File: src/hdl/lamcfg_regs.svh
// register indexes, field positions, reset values for the alias/mailbox/pin bank
// assumes: byte address on the bus is four times the register index
`ifndef LAMCFG_REGS_SVH
`define LAMCFG_REGS_SVH

// ==========================================
// register indexes
`define LAMCFG_IDX_ALIAS7 8'h17
`define LAMCFG_IDX_MSG_A 8'h18
`define LAMCFG_IDX_MSG_B 8'h19
`define LAMCFG_IDX_PINCFG 8'h1a
`define LAMCFG_IDX_TGTID7 8'h20
`define LAMCFG_IDX_RMTCTL 8'h21
`define LAMCFG_IDX_STATUS 8'h22

// ==========================================
// reset values
`define LAMCFG_RST_ALIAS7 8'h00
`define LAMCFG_RST_MSG_A 8'h00
`define LAMCFG_RST_MSG_B 8'h01
`define LAMCFG_RST_PINCFG 8'h00
`define LAMCFG_RST_TGTID7 8'h00
`define LAMCFG_RST_RMTCTL 8'h00

// ==========================================
// field positions
`define LAMCFG_ALIAS_MSB 7
`define LAMCFG_ALIAS_LSB 1
`define LAMCFG_GLB_LEVEL 7
`define LAMCFG_GLB_DIR 5
`define LAMCFG_GLB_EN 4
`define LAMCFG_P9_LEVEL 3
`define LAMCFG_P9_DIR 1
`define LAMCFG_P9_EN 0
`define LAMCFG_RMT_EN 0
`define LAMCFG_PINCFG_MASK 8'hbb
`define LAMCFG_ALIAS_MASK 8'hfe
`define LAMCFG_RMTCTL_MASK 8'h01

`endif

File: src/hdl/lamcfg_pad.sv
// holds no logic of its own
// assumes: nothing
`timescale 1ns/10ps
`default_nettype none
`default_nettype wire

File: src/hdl/lamcfg_pkg.sv
// types shared by the alias/mailbox/pin bank
// assumes: nothing beyond the standard language
package lamcfg_pkg;

    // ==========================================
    // pin mode from a {dir, en} pair
    typedef enum logic [1:0] {
        LAMCFG_FUNC_OUT = 2'b00,
        LAMCFG_GP_OUT = 2'b01,
        LAMCFG_TRI = 2'b10,
        LAMCFG_GP_IN = 2'b11
    } lamcfg_mode_t;

endpackage

File: src/hdl/lamcfg_pin_if.sv
// carrier between the bank and one pin selector
// assumes: one instance per general-purpose pin
`timescale 1ns/10ps
`default_nettype none

interface lamcfg_pin_if;
    logic [1:0] pin_cfg;
    logic [1:0] glob_cfg;
    logic glob_level;
    logic level;
    logic remote_en;
    logic remote_level;
    logic func_out;
    logic drive;
    logic oe;

    modport sel
    (
        input pin_cfg, glob_cfg, glob_level, level, remote_en, remote_level, func_out,
        output drive, oe
    );
    modport ctl
    (
        output pin_cfg, glob_cfg, glob_level, level, remote_en, remote_level, func_out,
        input drive, oe
    );
endinterface

`default_nettype wire

File: src/hdl/lamcfg_pin_sel.sv
// per-pin drive selection from per-pin and global settings
// assumes: outputs are registered by the instantiating bank
`timescale 1ns/10ps
`default_nettype none

module lamcfg_pin_sel
(
    lamcfg_pin_if.sel p
);

    lamcfg_pkg::lamcfg_mode_t pin_mode;
    lamcfg_pkg::lamcfg_mode_t glob_mode;

    assign pin_mode = lamcfg_pkg::lamcfg_mode_t'(p.pin_cfg);
    assign glob_mode = lamcfg_pkg::lamcfg_mode_t'(p.glob_cfg);

    // ==========================================
    // selection
    always_comb
    begin
        p.drive = 1'b0;
        p.oe = 1'b0;
        // per-pin setting wins unless it is left functional
        case (pin_mode) // [RULE8]
            lamcfg_pkg::LAMCFG_GP_OUT:
            begin
                p.oe = 1'b1;
                p.drive = p.remote_en ? p.remote_level : p.level; // [RULE9]
            end
            lamcfg_pkg::LAMCFG_TRI:
            begin
                p.oe = 1'b0;
            end
            lamcfg_pkg::LAMCFG_GP_IN:
            begin
                p.oe = 1'b0;
            end
            lamcfg_pkg::LAMCFG_FUNC_OUT:
            begin
                case (glob_mode) // [RULE7]
                    lamcfg_pkg::LAMCFG_FUNC_OUT:
                    begin
                        p.oe = 1'b1;
                        p.drive = p.func_out;
                    end
                    lamcfg_pkg::LAMCFG_GP_OUT:
                    begin
                        p.oe = 1'b1;
                        p.drive = p.glob_level; // [RULE5]
                    end
                    default:
                    begin
                        p.oe = 1'b0;
                    end
                endcase
            end
            default:
            begin
                p.oe = 1'b0;
            end
        endcase
    end

endmodule

`default_nettype wire

File: src/hdl/lamcfg_bank.sv
// alias decoder, mailboxes and pin configuration bank behind an apb slave
// assumes: apb master on pclk; i2c address strobe and pin inputs synchronous to pclk
//
// Operation
// [RULE1] incoming address matching alias bits 7..1 targets the remote side
// [RULE2] matched address forwarded, replaced by the paired target id
// [RULE3] alias zero disables the decoder entirely
// [RULE4] two 8-bit mailboxes store and return values, no side effects
// [RULE5] global level drives unconfigured pins when global mode is forced output
// [RULE6] global mode is formed from direction bit 5 and enable bit 4
// [RULE7] global decode: 00 functional, 10 tri-state, 01 forced out, 11 forced in
// [RULE8] per-pin settings override the global settings
// [RULE9] pin 9 level driven when gp output and remote control off
// [RULE10] pin 9 mode formed from direction bit 1 and enable bit 0
// [RULE11] pin 9 decode: 00 functional, 10 tri-state, 01 gp out, 11 gp in
// [RULE12] reserved bits read zero and ignore writes
//
// Chosen here: the APB register port.
`timescale 1ns/10ps
`default_nettype none
`include "lamcfg_regs.svh"

module lamcfg_bank
#(
    parameter int NUM_GP = 3
)
(
    input wire logic pclk,
    input wire logic presetn,
    input wire logic psel,
    input wire logic penable,
    input wire logic pwrite,
    input wire logic [11:0] paddr,
    input wire logic [31:0] pwdata,
    input wire logic [3:0] pstrb,
    output logic [31:0] prdata,
    output logic pready,
    output logic pslverr,
    input wire logic i2c_addr_valid,
    input wire logic [6:0] i2c_addr,
    output logic fwd_valid,
    output logic [6:0] fwd_addr,
    input wire logic pin9_in,
    input wire logic pin9_func_out,
    input wire logic pin9_remote_level,
    output logic pin9_out,
    output logic pin9_oe,
    input wire logic [NUM_GP-1:0] gp_in,
    input wire logic [2*NUM_GP-1:0] gp_cfg,
    input wire logic [NUM_GP-1:0] gp_level,
    input wire logic [NUM_GP-1:0] gp_func_out,
    output logic [NUM_GP-1:0] gp_out,
    output logic [NUM_GP-1:0] gp_oe
);

    // ==========================================
    // registers
    logic [7:0] alias7_r;
    logic [7:0] msg_a_r;
    logic [7:0] msg_b_r;
    logic [7:0] pincfg_r;
    logic [7:0] tgtid7_r;
    logic [7:0] rmtctl_r;
    logic pin9_in_r;
    logic [NUM_GP-1:0] gp_in_r;
    logic hit_last_r;
    logic [7:0] hit_cnt_r;
    logic [31:0] prdata_r;
    logic pready_r;
    logic pslverr_r;
    logic fwd_valid_r;
    logic [6:0] fwd_addr_r;
    logic pin9_out_r;
    logic pin9_oe_r;
    logic [NUM_GP-1:0] gp_out_r;
    logic [NUM_GP-1:0] gp_oe_r;

    // ==========================================
    // bus decode
    logic [7:0] idx;
    logic in_range;
    logic setup_ph;
    logic wr_take;
    logic low_lane;
    logic hit_alias7;
    logic hit_msg_a;
    logic hit_msg_b;
    logic hit_pincfg;
    logic hit_tgtid7;
    logic hit_rmtctl;
    logic hit_status;
    logic mapped;
    logic [7:0] wbyte;
    logic [31:0] rd_nxt;

    assign idx = paddr[9:2];
    assign in_range = (paddr[11:10] == 2'b00) && (paddr[1:0] == 2'b00);
    assign setup_ph = psel && !penable;
    assign wr_take = psel && penable && pready_r && pwrite && !pslverr_r;
    assign low_lane = pstrb[0];
    assign wbyte = pwdata[7:0];
    assign hit_alias7 = in_range && (idx == `LAMCFG_IDX_ALIAS7);
    assign hit_msg_a = in_range && (idx == `LAMCFG_IDX_MSG_A);
    assign hit_msg_b = in_range && (idx == `LAMCFG_IDX_MSG_B);
    assign hit_pincfg = in_range && (idx == `LAMCFG_IDX_PINCFG);
    assign hit_tgtid7 = in_range && (idx == `LAMCFG_IDX_TGTID7);
    assign hit_rmtctl = in_range && (idx == `LAMCFG_IDX_RMTCTL);
    assign hit_status = in_range && (idx == `LAMCFG_IDX_STATUS);
    assign mapped = hit_alias7 || hit_msg_a || hit_msg_b || hit_pincfg
        || hit_tgtid7 || hit_rmtctl || hit_status;

    always_comb
    begin
        rd_nxt = 32'h0000_0000;
        if (hit_alias7)
        begin
            rd_nxt[7:0] = alias7_r & `LAMCFG_ALIAS_MASK; // [RULE12]
        end
        else if (hit_msg_a)
        begin
            rd_nxt[7:0] = msg_a_r; // [RULE4]
        end
        else if (hit_msg_b)
        begin
            rd_nxt[7:0] = msg_b_r; // [RULE4]
        end
        else if (hit_pincfg)
        begin
            rd_nxt[7:0] = pincfg_r & `LAMCFG_PINCFG_MASK; // [RULE12]
        end
        else if (hit_tgtid7)
        begin
            rd_nxt[7:0] = tgtid7_r & `LAMCFG_ALIAS_MASK; // [RULE12]
        end
        else if (hit_rmtctl)
        begin
            rd_nxt[7:0] = rmtctl_r & `LAMCFG_RMTCTL_MASK; // [RULE12]
        end
        else if (hit_status)
        begin
            rd_nxt[0] = pin9_in_r;
            rd_nxt[1] = hit_last_r;
            rd_nxt[15:8] = hit_cnt_r;
            rd_nxt[16 +: NUM_GP] = gp_in_r;
        end
    end

    // ==========================================
    // apb handshake: answer prepared in setup, ready in access
    always_ff @(posedge pclk or negedge presetn)
    begin
        if (!presetn)
        begin
            pready_r <= 1'b0;
            pslverr_r <= 1'b0;
            prdata_r <= 32'h0000_0000;
        end
        else if (setup_ph)
        begin
            pready_r <= 1'b1;
            pslverr_r <= !mapped || (pwrite && hit_status);
            prdata_r <= (pwrite || !mapped) ? 32'h0000_0000 : rd_nxt;
        end
        else
        begin
            pready_r <= 1'b0;
            pslverr_r <= 1'b0;
        end
    end

    // ==========================================
    // alias and target id
    always_ff @(posedge pclk or negedge presetn)
    begin
        if (!presetn)
        begin
            alias7_r <= `LAMCFG_RST_ALIAS7;
            tgtid7_r <= `LAMCFG_RST_TGTID7;
        end
        else if (wr_take && low_lane)
        begin
            if (hit_alias7)
            begin
                alias7_r <= wbyte & `LAMCFG_ALIAS_MASK; // [RULE12]
            end
            if (hit_tgtid7)
            begin
                tgtid7_r <= wbyte & `LAMCFG_ALIAS_MASK;
            end
        end
    end

    // ==========================================
    // mailboxes
    always_ff @(posedge pclk or negedge presetn)
    begin
        if (!presetn)
        begin
            msg_a_r <= `LAMCFG_RST_MSG_A;
            msg_b_r <= `LAMCFG_RST_MSG_B;
        end
        else if (wr_take && low_lane)
        begin
            if (hit_msg_a)
            begin
                msg_a_r <= wbyte; // [RULE4]
            end
            if (hit_msg_b)
            begin
                msg_b_r <= wbyte; // [RULE4]
            end
        end
    end

    // ==========================================
    // pin configuration and remote control
    always_ff @(posedge pclk or negedge presetn)
    begin
        if (!presetn)
        begin
            pincfg_r <= `LAMCFG_RST_PINCFG;
            rmtctl_r <= `LAMCFG_RST_RMTCTL;
        end
        else if (wr_take && low_lane)
        begin
            if (hit_pincfg)
            begin
                pincfg_r <= wbyte & `LAMCFG_PINCFG_MASK; // [RULE12]
            end
            if (hit_rmtctl)
            begin
                rmtctl_r <= wbyte & `LAMCFG_RMTCTL_MASK;
            end
        end
    end

    // ==========================================
    // alias decoder
    logic [6:0] remote_alias_seven;
    logic alias_match;

    assign remote_alias_seven = alias7_r[`LAMCFG_ALIAS_MSB:`LAMCFG_ALIAS_LSB];
    // zero alias never matches
    assign alias_match = (remote_alias_seven != 7'h00) // [RULE3]
        && (i2c_addr == remote_alias_seven); // [RULE1]

    always_ff @(posedge pclk or negedge presetn)
    begin
        if (!presetn)
        begin
            fwd_valid_r <= 1'b0;
            fwd_addr_r <= 7'h00;
        end
        else
        begin
            fwd_valid_r <= i2c_addr_valid && alias_match; // [RULE1]
            if (i2c_addr_valid && alias_match)
            begin
                fwd_addr_r <= tgtid7_r[`LAMCFG_ALIAS_MSB:`LAMCFG_ALIAS_LSB]; // [RULE2]
            end
        end
    end

    // lookup status, count saturates
    always_ff @(posedge pclk or negedge presetn)
    begin
        if (!presetn)
        begin
            hit_last_r <= 1'b0;
            hit_cnt_r <= 8'h00;
        end
        else if (i2c_addr_valid)
        begin
            hit_last_r <= alias_match;
            if (alias_match && (hit_cnt_r != 8'hff))
            begin
                hit_cnt_r <= hit_cnt_r + 8'h01;
            end
        end
    end

    // ==========================================
    // pin selection
    logic [1:0] glob_cfg;
    logic [1:0] pin9_cfg;
    logic pin9_out_level;
    logic pin9_dir_bit;
    logic pin9_en_bit;

    assign glob_cfg = {pincfg_r[`LAMCFG_GLB_DIR], pincfg_r[`LAMCFG_GLB_EN]}; // [RULE6]
    assign pin9_dir_bit = pincfg_r[`LAMCFG_P9_DIR];
    assign pin9_en_bit = pincfg_r[`LAMCFG_P9_EN];
    assign pin9_out_level = pincfg_r[`LAMCFG_P9_LEVEL];
    assign pin9_cfg = {pin9_dir_bit, pin9_en_bit}; // [RULE10]

    lamcfg_pin_if p9_if ();

    assign p9_if.pin_cfg = pin9_cfg; // [RULE11]
    assign p9_if.glob_cfg = glob_cfg;
    assign p9_if.glob_level = pincfg_r[`LAMCFG_GLB_LEVEL];
    assign p9_if.level = pin9_out_level;
    assign p9_if.remote_en = rmtctl_r[`LAMCFG_RMT_EN];
    assign p9_if.remote_level = pin9_remote_level;
    assign p9_if.func_out = pin9_func_out;

    lamcfg_pin_sel u_p9_sel
    (
        .p(p9_if.sel)
    );

    logic [NUM_GP-1:0] gp_drive;
    logic [NUM_GP-1:0] gp_en;

    genvar gi;
    generate
        for (gi = 0; gi < NUM_GP; gi = gi + 1)
        begin : g_gp
            lamcfg_pin_if gp_if ();

            assign gp_if.pin_cfg = gp_cfg[2*gi +: 2];
            assign gp_if.glob_cfg = glob_cfg; // [RULE6]
            assign gp_if.glob_level = pincfg_r[`LAMCFG_GLB_LEVEL];
            assign gp_if.level = gp_level[gi];
            assign gp_if.remote_en = 1'b0;
            assign gp_if.remote_level = 1'b0;
            assign gp_if.func_out = gp_func_out[gi];
            assign gp_drive[gi] = gp_if.drive;
            assign gp_en[gi] = gp_if.oe;

            lamcfg_pin_sel u_sel
            (
                .p(gp_if.sel)
            );
        end
    endgenerate

    // registered pin outputs and sampled inputs
    always_ff @(posedge pclk or negedge presetn)
    begin
        if (!presetn)
        begin
            pin9_out_r <= 1'b0;
            pin9_oe_r <= 1'b0;
            gp_out_r <= '0;
            gp_oe_r <= '0;
            pin9_in_r <= 1'b0;
            gp_in_r <= '0;
        end
        else
        begin
            pin9_out_r <= p9_if.drive;
            pin9_oe_r <= p9_if.oe;
            gp_out_r <= gp_drive;
            gp_oe_r <= gp_en;
            pin9_in_r <= pin9_in;
            gp_in_r <= gp_in;
        end
    end

    // ==========================================
    // outputs
    assign prdata = prdata_r;
    assign pready = pready_r;
    assign pslverr = pslverr_r;
    assign fwd_valid = fwd_valid_r;
    assign fwd_addr = fwd_addr_r;
    assign pin9_out = pin9_out_r;
    assign pin9_oe = pin9_oe_r;
    assign gp_out = gp_out_r;
    assign gp_oe = gp_oe_r;

endmodule

`default_nettype wire

File: config.mk
export PLATFORM = sky130hd
export DESIGN_NAME = lamcfg_bank
export DESIGN_NICKNAME = d
export VERILOG_FILES = /design/src/hdl/lamcfg_pad.sv /design/src/hdl/lamcfg_pkg.sv /design/src/hdl/lamcfg_pin_if.sv /design/src/hdl/lamcfg_pin_sel.sv /design/src/hdl/lamcfg_bank.sv
export VERILOG_INCLUDE_DIRS = /design/src /design/src/hdl
export SDC_FILE = /design/constraint.sdc
export NUM_CORES = 1
export LEC_CHECK = 0
export BUFFER_PORTS_ARGS = -buffer_cell sky130_fd_sc_hd__buf_2
export CAP_MARGIN = 10
export CORE_ASPECT_RATIO = 1.2
export CORE_MARGIN = 5
export CORE_UTILIZATION = 51
export CTS_CLUSTER_SIZE = 12
export DETAILED_ROUTE_END_ITERATION = 8
export GPL_ROUTABILITY_DRIVEN = 0
export PLACE_DENSITY = 0.88
export REMOVE_ABC_BUFFERS = 1
export SLEW_MARGIN = 20
export SYNTH_ARGS = -nofsm -noshare
export SYNTH_HDL_FRONTEND = slang
export SYNTH_SLANG_ARGS = --single-unit
export TNS_END_PERCENT = 20
File: constraint.sdc
create_clock -name pclk -period 2 [get_ports pclk]
set_input_delay 0.3 -clock pclk [delete_from_list [all_inputs] [get_ports pclk]]
set_output_delay 0.3 -clock pclk [all_outputs]
set_load 0.05 [all_outputs]
# After elaboration in Yosys (flattened, before gate mapping)

Cells that the tools add are included.

$add $sub $neg: 1
Reductions and logical operators: 49
Mux-type cells: 31
Equal/unequal tests: 22

Operators with widths:

| kind                                                                  | number |
|---|---|
| 11-bit two-way mux                                                    | 7 |
| 8-bit two-way mux                                                     | 5 |
| 8-bit by 5-bit equality test with 1-bit output, second input constant | 4 |
| 8-bit by 6-bit equality test with 1-bit output, second input constant | 3 |
| 19-bit two-way mux                                                    | 1 |
| 1-bit logical AND                                                     | 18 |
| 2-bit equality test, second input constant                            | 8 |
| 1-bit case mux with 2 select lines                                    | 8 |
| 2-bit zero test                                                       | 7 |
| 2-bit AND reduction                                                   | 7 |
| 1-bit case mux with 3 select lines                                    | 4 |
| 2-bit by 1-bit equality test with 1-bit output, second input constant | 5 |
| 2-bit OR reduction                                                    | 5 |
| 8-bit by 1-bit adder with 8-bit output, second input constant         | 1 |
| 1-bit logical OR                                                      | 8 |
| 8-bit != test, second input constant                                  | 1 |
| 7-bit equality test                                                   | 1 |
| 7-bit nonzero test                                                    | 1 |
| 1-bit two-way mux                                                     | 4 |
| 2-bit two-way mux                                                     | 2 |
| 1-bit zero test                                                       | 3 |

Bits of input ports: 79
Bits in registers: 100
Word-level logic and storage cells: 122

# Logic depth before layout (Yosys ltp)

Gate-level depths: netlist (run 1).

Depth in word-level cells: 12
Gate-level depth with buffers: 7

# Modules after synthesis

A second synthesis (run 1) with hierarchy kept.

Cell total of the unflattened synthesis: 328
Area, all modules: 4067.7 um^2

Modules (own cells, without submodules):

| module         | area each (um^2) | instances | seq. area each (um^2) | cells an instance |
|---|---|---|---|---|
| lamcfg_bank    | 3892.5           | 1         | 2178.3                | 304 |
| lamcfg_pin_sel | 43.8             | 4         | 0.0                   | 6 |

# Worst setup path before layout (run 1)

No wires, ideal clock.

Path kind: reg-to-reg
Start point: reg pready_r, in the netlist pready
End point: reg tgtid7_r[1]
Buffers on the path: 1
Setup time: 0.125 ns
Cell stages (with the launch flop): 6
Clock period less this slack: 2.065 ns
Data arrival time: 1.940 ns
Slack: -0.065 ns
Path through: dfrtp_1 > nand4_1 > nor3b_4 > nor4bb_1 > buf_2 > mux2_2

Cells in the longest elaborated chain, start to end: 5

RTL lines:

| what                                 | RTL line           | RTL |
|---|---|---|
| from (decl)                          | lamcfg_bank.sv:69  | `logic pready_r;` |
| from (signal assigned)               | lamcfg_bank.sv:154 | `pready_r <= 1'b0;` |
| from (signal assigned)               | lamcfg_bank.sv:160 | `pready_r <= 1'b1;` |
| from (signal assigned)               | lamcfg_bank.sv:166 | `pready_r <= 1'b0;` |
| 1-bit logical AND (3 in series)      | lamcfg_bank.sv:99  | `assign wr_take = psel && penable && pready_r && pwrite && !pslverr_r;` |
| 1-bit logical AND                    | lamcfg_bank.sv:180 | `else if (wr_take && low_lane)` |
| 2-bit AND reduction (no source line) | --                 |  |
| to (signal assigned)                 | lamcfg_bank.sv:178 | `` tgtid7_r <= `LAMCFG_RST_TGTID7; `` |
| to (signal assigned)                 | lamcfg_bank.sv:188 | `` tgtid7_r <= wbyte & `LAMCFG_ALIAS_MASK; `` |
| to (decl)                            | lamcfg_bank.sv:62  | `logic [7:0] tgtid7_r;` |

Every way passes these cells.
A chain may end at the register's enable or synchronous reset.

# Worst setup path in the final report (run 1)

Start point: reg pready_r, in the netlist pready
End point: reg tgtid7_r[4]

Same word-level chain as after synthesis.

==> metrics.md, run 1 <==
| Metric | Value |
|---|---|
| Clock power share | a little over a third |
| Final Skew | 0.0119 ns |
| Drt drc | 0 |
| Hpwl dp | ~7900 microns |
| Mean post-synth cell area | 12.0 sq um |
| Initial core utilization | just over 50% |
| Sequence of cells on the critical path | nand4_1 > nor3b_4 > nor4bb_4 > buf_4 > mux2_2 |
| Cell internal pwr | 2.34 mW |
| Final WL | 10800 microns |
| Part of the power in registers | a little over half |
| Final period utilization | between 90% and 100% |
| # diodes | 0 |
| CP max-delay cell | nor4bb_4 |
| Slew Limit Fails | 0 |
| Slowest cell delay on critical path | between 0.3 and 0.4 ns |
| Worst Path Required | approximately 2.3 ns |
| Share of cells above drive strength 1 | about 42% |
| Setup crit start kind | flop |
| Vias | about 3300 |
| Mapped Area | 4130 sq um |
| Total power | 3.29 mW |
| CTS sink cnt | between 80 and 90 |
| Commonest non-fill, non-tap cell in the layout | buf_2 |
| Via density | 5.93 |
| Critical path capture point type | flop |
| Num rows | 36 |
| Layout area overhead | 22.0% |
| Switching power | between 0.9 and 1 mW |
| Leak pwr | roughly 2.6 nW |
| # fillers | ~610 |
| Hold Path Class | in -> reg |
| WHS Endpoint | gp_in_r[2]$_DFF_PN0_ |
| Relative slew slack | between 50 and 60% |
| #FFs+latches synth | between 80 and 90 |
| Final nets | 541 |
| Initial antenna violation count | 0 |
| IO buf count | between 80 and 90 |
| Vias in the first global route | between 3000 and 4000 |
| Clock Tree Root | clkbuf_8 |
| Hold Vio Cnt, Final | 0 |
| RR Startpoint | pready$_DFF_PN0_ |
| Post-synth EDFFs | 0 |
| Total track usage | 22.1% |
| Synth warn | 0 |
| Placed instance area | 4820 sq um |
| Final setup fails | 0 |
| Hold Path Stages | 1 |
| First-pass GRT wire length | roughly 17000 microns |
| Die footprint | roughly 10000 sq um |
| Register area share after synthesis | 52.8% |
| Total of max-cap violations | 0 |
| Top FF cell, synth | dfrtp_1 |
| Hold path start | gp_in[2] |
| H-tree levels | 3 |
| R2R cell count | 5 |
| CP Class | reg -> reg |
| Achievable Freq | 0.535 GHz |
| Synth async-reset ratio | 100% |
| Data arrival time of the critical path | about 2.1 ns |
| CTS tree | done |
| Hold WS | ~0.019 ns |
| DIE WIDTH | 92.1 microns |
| DR WL/cell | around 19 microns |
| First-pass DRT Iterations | 5 |
| Worst-path fanout max | 6 |
| Clock Latency Late Sink | ~0.38 ns |
| Worst VDD drop | just under 400 uV |
| Unique masters post-synth | 57 |
| Most frequent cells in the layout | buf_2, dfrtp_1, mux2_2 |
| Clock Tree Buf Depth | 2 |
| Top-level I/O count | 129 |
| Final min period | around 1.9 ns |
| Post-layout instance area | 5040 sq um |
| Comb pwr share | under 10% |
| Outcome | completed |
| CTS clk-pin slew, worst paths | around 0.1 ns |
| Total grt overflow | 0 |
| ANT nets after route | 0 |
| R2R Path End | tgtid7_r[4]$_DFFE_PN0P_ |
| Die H | between 100 and 150 microns |
| Syn Inst Count | between 300 and 400 |
| Core area | ~8000 sq um |
| Power Dens Cells | 654 nW/um^2 |
| Net Sw Frac | 28.9% |
| R2R Setup Slk | 0.13 ns |
| Worst Tran Pin Value | 0.723 ns |
| Num CTS Buffers | 9 |
| Largest net degree at the start of global routing | 43 |
| Initial DRC Count | approximately 340 |
==> stage by stage <==
step | worst slack [ns] | cells | util, % | TNS (ns)
finish | 0.131 | 561 | 62.8 | 0
global route | -0.00231 | 561 | 62.8 | -0.00439
CTS | 0.0141 | 560 | 62.5 | 0
detailed placement | -0.141 | 543 | 60.1 | -1.83
global placement | -0.0818 | 543 | 60.1 | -0.988
floorplan | -0.672 | 327 | - | -16.47
==> cell type report <==
cell class	count	area (sq um)	area share, %
inverters	7	26.3	0.522
well taps	95	119	2.36
clock buffers	9	124	2.46
clock inverters	7	62.6	1.24
multi-input cells	233	1810	35.9
flip-flops and latches	87	2180	43.3
repair buffers	123	721	14.3
==> kinds of logic (layout without fill, tap and decap cells) <==
group | Yosys count | after routing | share of synthesized area, %
multiplexers | 49 | 49 | 14.0
XOR/XNOR | 12 | 12 | 2.55
other | 1 | 13 | 0.0908
buffers and inverters | 35 | 146 | 4.94
AO/OA/AOI/OAI | 63 | 63 | 11.5
AND/OR/NAND/NOR | 95 | 95 | 13.9
adder cells (fa/ha/maj) | 1 | 1 | 0.303
flip-flops | 87 | 87 | 52.8
==> how the worst max path moves through the flow <==
stage                           startpoint                 endpoint  slack [ns]
after floorplan                   paddr[4]  tgtid7_r[1]$_DFFE_PN0P_       -0.67
after global placement           paddr[11]  tgtid7_r[6]$_DFFE_PN0P_       -0.08
after detailed placement         paddr[11]  tgtid7_r[5]$_DFFE_PN0P_       -0.14
after CTS                 pready$_DFF_PN0_  tgtid7_r[4]$_DFFE_PN0P_        0.01
after global routing      pready$_DFF_PN0_  tgtid7_r[4]$_DFFE_PN0P_      -0.002
final                     pready$_DFF_PN0_  tgtid7_r[4]$_DFFE_PN0P_        0.13
==> critical path, delay by kind of cell, from the launching register on <==
kind | cells | cell delay, ns
DFF | 1 | 0.35
and+or+nand+nor | 3 | 0.83
buffers and inverters | 1 | 0.22
muxes | 1 | 0.34
==> layer usage <==
| metal | share of wire, % | vias to the layer above | track usage (%) |
|---|---|---|---|
| met3 | 7.4 | 41 | 4.11 |
| met1 | 39 | 1621 | 27.1 |
| met5 | 0 | - | 0 |
| met2 | 50 | 196 | 38.2 |
| met4 | 3.3 | 0 | 9.87 |
| li1 | - | 1470 | - |
==> state kept, by name, summed over array words and instances, names as in the netlist, 3 cells and up <==
signal and flops:
pincfg_r 6, hit_cnt_r 8, fwd_addr 7, prdata 19, msg_b_r 8, msg_a_r 8
gp_out 3, alias7_r 7, tgtid7_r 7, gp_oe 3, gp_in_r 3
==> what timing repair did <==
action / in CTS / in global routing
hold buffers: 1 / 0
gates resized for setup: 0 / 2
setup buffers: 0 / 1
hold endpoints to repair: 18 / 0
setup endpoints to repair: 0 / 6
==> synthesized netlist by cell type (4+ instances only) <==
| library cell | number | area share (%) |
|---|---|---|
| a21o_1 | 4 | 0.73 |
| a21oi_1 | 14 | 1.7 |
| a22o_1 | 11 | 2.3 |
| buf_2 | 7 | 0.85 |
| buf_4 | 13 | 2.4 |
| clkbuf_1 | 5 | 0.45 |
| dfrtp_1 | 86 | 52 |
| inv_1 | 7 | 0.64 |
| mux2_2 | 37 | 10 |
| mux2_4 | 8 | 2.9 |
| mux2i_1 | 4 | 0.97 |
| nand2_1 | 20 | 1.8 |
| nand3_1 | 10 | 1.2 |
| nand4_1 | 9 | 1.4 |
| nor2_1 | 21 | 1.9 |
| nor3_1 | 4 | 0.49 |
| o22ai_1 | 4 | 0.61 |
| o31ai_1 | 6 | 1.1 |
| xnor2_1 | 12 | 2.5 |
==> power groups by stage <==
stage / combinational (mW) / clock [mW] / sequential [mW]
after floorplan: 0.106 / 0 / 1.85
after global placement: 0.306 / 0 / 1.81
after detailed placement: 0.315 / 0 / 1.81
after CTS: 0.318 / 1.20 / 1.78
after global routing: 0.345 / 1.27 / 1.78
final: 0.321 / 1.19 / 1.78
Power figures use the tool's default switching activity.
==> run 2, diff against run 1 <==
--- a/config.mk
+++ b/config.mk
@@ -6,15 +6,15 @@
 export SDC_FILE = /design/constraint.sdc
 export NUM_CORES = 1
 export LEC_CHECK = 0
-export BUFFER_PORTS_ARGS = -buffer_cell sky130_fd_sc_hd__buf_2
 export CAP_MARGIN = 10
 export CORE_ASPECT_RATIO = 1.2
 export CORE_MARGIN = 5
-export CORE_UTILIZATION = 51
+export CORE_UTILIZATION = 63
 export CTS_CLUSTER_SIZE = 12
 export DETAILED_ROUTE_END_ITERATION = 8
+export DONT_BUFFER_PORTS = 1
 export GPL_ROUTABILITY_DRIVEN = 0
-export PLACE_DENSITY = 0.88
+export PLACE_DENSITY = 0.87
 export REMOVE_ABC_BUFFERS = 1
 export SLEW_MARGIN = 20
 export SYNTH_ARGS = -nofsm -noshare
==> run 2 against run 1 <==
  * The run now ends with hold timing left
  * Clock-buffer cell count rose by 1
  * First-iteration DRC count fell by 12%
  * Register-to-register slack got worse by 0.05 ns
  * Sequential power is essentially flat
  * Critical path depth is the same
  * Cell area shrank 9.1%
==> metrics.md, run 2 (synthesized netlist as in run 1, its figures left out) <==
| Metric | Value |
|---|---|
| Via density | 6.42 (+8.2%) |
| Initial DRC Count | 294 (-12%) |
| CP Class | reg -> reg |
| Final setup fails | 0 (unchanged) |
| Final min period | 1.92 ns (+0.0523 ns) |
| First-pass DRT Iterations | 5 (unchanged) |
| Clock Tree Buf Depth | 2 (unchanged) |
| Initial antenna violation count | 0 (unchanged) |
| Share of cells above drive strength 1 | 24.9% (-17 points) |
| CTS tree | done |
| Die H | 98.7 microns (-9.1%) |
| Worst VDD drop | 658 uV (+68%) |
| ANT nets after route | 0 (unchanged) |
| H-tree levels | 3 (unchanged) |
| Core area | 6410 sq um (-20%) |
| Slew Limit Fails | 0 (unchanged) |
| Failing checks | hold timing |
| Drt drc | 0 (unchanged) |
| DIE WIDTH | 83.9 microns (-8.9%) |
| Total track usage | 24.5% (+2.4 points) |
| Worst Path Required | 2.24 ns (-0.02 ns) |
| Placed instance area | 4270 sq um (-11%) |
| Die footprint | 8280 sq um (-17%) |
| Data arrival time of the critical path | 2.16 ns (+0.03 ns) |
| Worst-path fanout max | 5 (-1) |
| Largest net degree at the start of global routing | 88 (+100%) |
| Outcome | finished, violations left |
| R2R cell count | 5 (unchanged) |
| Initial core utilization | 64.4% (+13 points) |
| Num rows | 32 (-11%) |
| Critical path capture point type | flop |
| Total of max-cap violations | 0 (unchanged) |
| Commonest non-fill, non-tap cell in the layout | dfrtp_1 |
| Worst Tran Pin Value | 0.594 ns (-0.130 ns) |
| First-pass GRT wire length | 15900 microns (-7.0%) |
| Leak pwr | 2.15 nW (-16%) |
| Clock Latency Late Sink | 0.35 ns (-0.03 ns) |
| Final Skew | 0.00908 ns (-0.00279 ns) |
| Max reg flops | 19 (unchanged) |
| Relative slew slack | 59.4% (+8.9 points) |
| Achievable Freq | 0.520 GHz (-2.7%) |
| RR Startpoint | pready$_DFF_PN0_ |
| Total grt overflow | 0 (unchanged) |
| CP max-delay cell | nor4bb_4 |
| Final period utilization | 96.1% (+2.6 points) |
| Sequence of cells on the critical path | nand4_1 > nor3b_4 > nor4bb_4 > buf_4 > mux2_2 |
| Hold_buf cts | 7 (+6) |
| DR WL/cell | 21.5 microns (+12%) |
| Most frequent cells in the layout | dfrtp_1, mux2_2, nor2_1 |
| Vias | 2914 (-12%) |
| CTS sink cnt | 87 (unchanged) |
| Setup crit start kind | flop |
| CP Launch Point | pready$_DFF_PN0_ |
| Hpwl dp | 6900 microns (-13%) |
| Power Dens Cells | 725 nW/um^2 (+11%) |
| Num CTS Buffers | 9 (unchanged) |
| Final WL | 9770 microns (-9.2%) |
| Hold Vio Cnt, Final | 87 (+87) |
| Clock Tree Root | clkbuf_8 |
| Hold Path Class | in -> async |
| # diodes | 0 (unchanged) |
| Vias in the first global route | 3073 (-9.3%) |
| Slowest cell delay on critical path | 0.41 ns (+0.04 ns) |
| IO buf count | 0 (-100%) |
| Top-level I/O count | 129 (unchanged) |
| R2R Setup Slk | 0.08 ns (-0.05 ns) |
| Post-layout instance area | 4580 sq um (-9.1%) |
| R2R Path End | tgtid7_r[5]$_DFFE_PN0P_ |
| Hold WS | -0.367 ns (-0.386 ns) |
| Layout area overhead | 10.9% |
| Final nets | 444 (-18%) |
| CTS clk-pin slew, worst paths | 0.09 ns (about the same) |
-- run 2: cell count changes in the layout (fill, tap and decap cells not counted) --
cell           change
inv_6              -2
buf_4             -17
clkbuf_1           +1
bufinv_16          +2
dlygate4sd3_1      +6
inv_8              -1
buf_12             +1
buf_2             -87
-- run 2: worst max-delay path, delay by kind of cell (launching register included) --
family / cells / cell delay, ns
flops: 1 / 0.37
buf+inv: 1 / 0.21
simple gates: 3 / 0.89
mux: 1 / 0.33
-- run 2: final cells by class --
type,instances,area [sq um]
Clock buffer,10,128
Multi-Input combinational cell,233,1810
Sequential cell,87,2180
Clock inverter,6,93.8
Fill cell,427,1830
Timing Repair Buffer,26,238
Tap cell,85,106
Inverter,7,26.3
-- run 2: routing by layer --
layer  vias up  share of wire (%)  track usage [%]
met2       146                 53             44.4
met1      1463                 35             28.0
met4         0                2.8             7.92
met5         -                  0                0
met3        34                8.8             6.77
li1       1271                  -                -
-- run 2: worst max-delay path by stage --
stage,endpoint,slack [ns]
5_1_grt,tgtid7_r[5]$_DFFE_PN0P_,-0.01
4_1_cts,tgtid7_r[5]$_DFFE_PN0P_,0.04
3_3_place_gp,tgtid7_r[4]$_DFFE_PN0P_,-0.05
2_1_floorplan,tgtid7_r[1]$_DFFE_PN0P_,-0.67
3_5_place_dp,tgtid7_r[5]$_DFFE_PN0P_,-0.05
6_report,tgtid7_r[5]$_DFFE_PN0P_,0.08
-- run 2: timing repair --
action / in CTS / in global routing
resized for setup: 1 / 1
hold endpoints to repair: 97 / 87
endpoints found under the setup margin: 7 / 7
setup buffers: 0 / 0
pin swaps: 0 / 1
-- run 2: where the power goes --
part           internal, mW  switching [mW]  total, mW
Clock                 0.713           0.646       1.36
Sequential             1.77          0.0355       1.81
Combinational        0.0472           0.106      0.154
-- run 2: stage by stage --
step	TNS, ns	setup WS [ns]	cells	total power [mW]	util [%]
floorplan	-16.47	-0.672	327	1.95	-
global placement	-0.248	-0.0503	431	1.98	66.6
detailed placement	-0.384	-0.0541	431	1.98	66.6
CTS	0	0.0397	454	3.33	71.3
global route	-0.0283	-0.0116	454	3.43	71.4
finish	0	0.0783	454	3.32	71.4
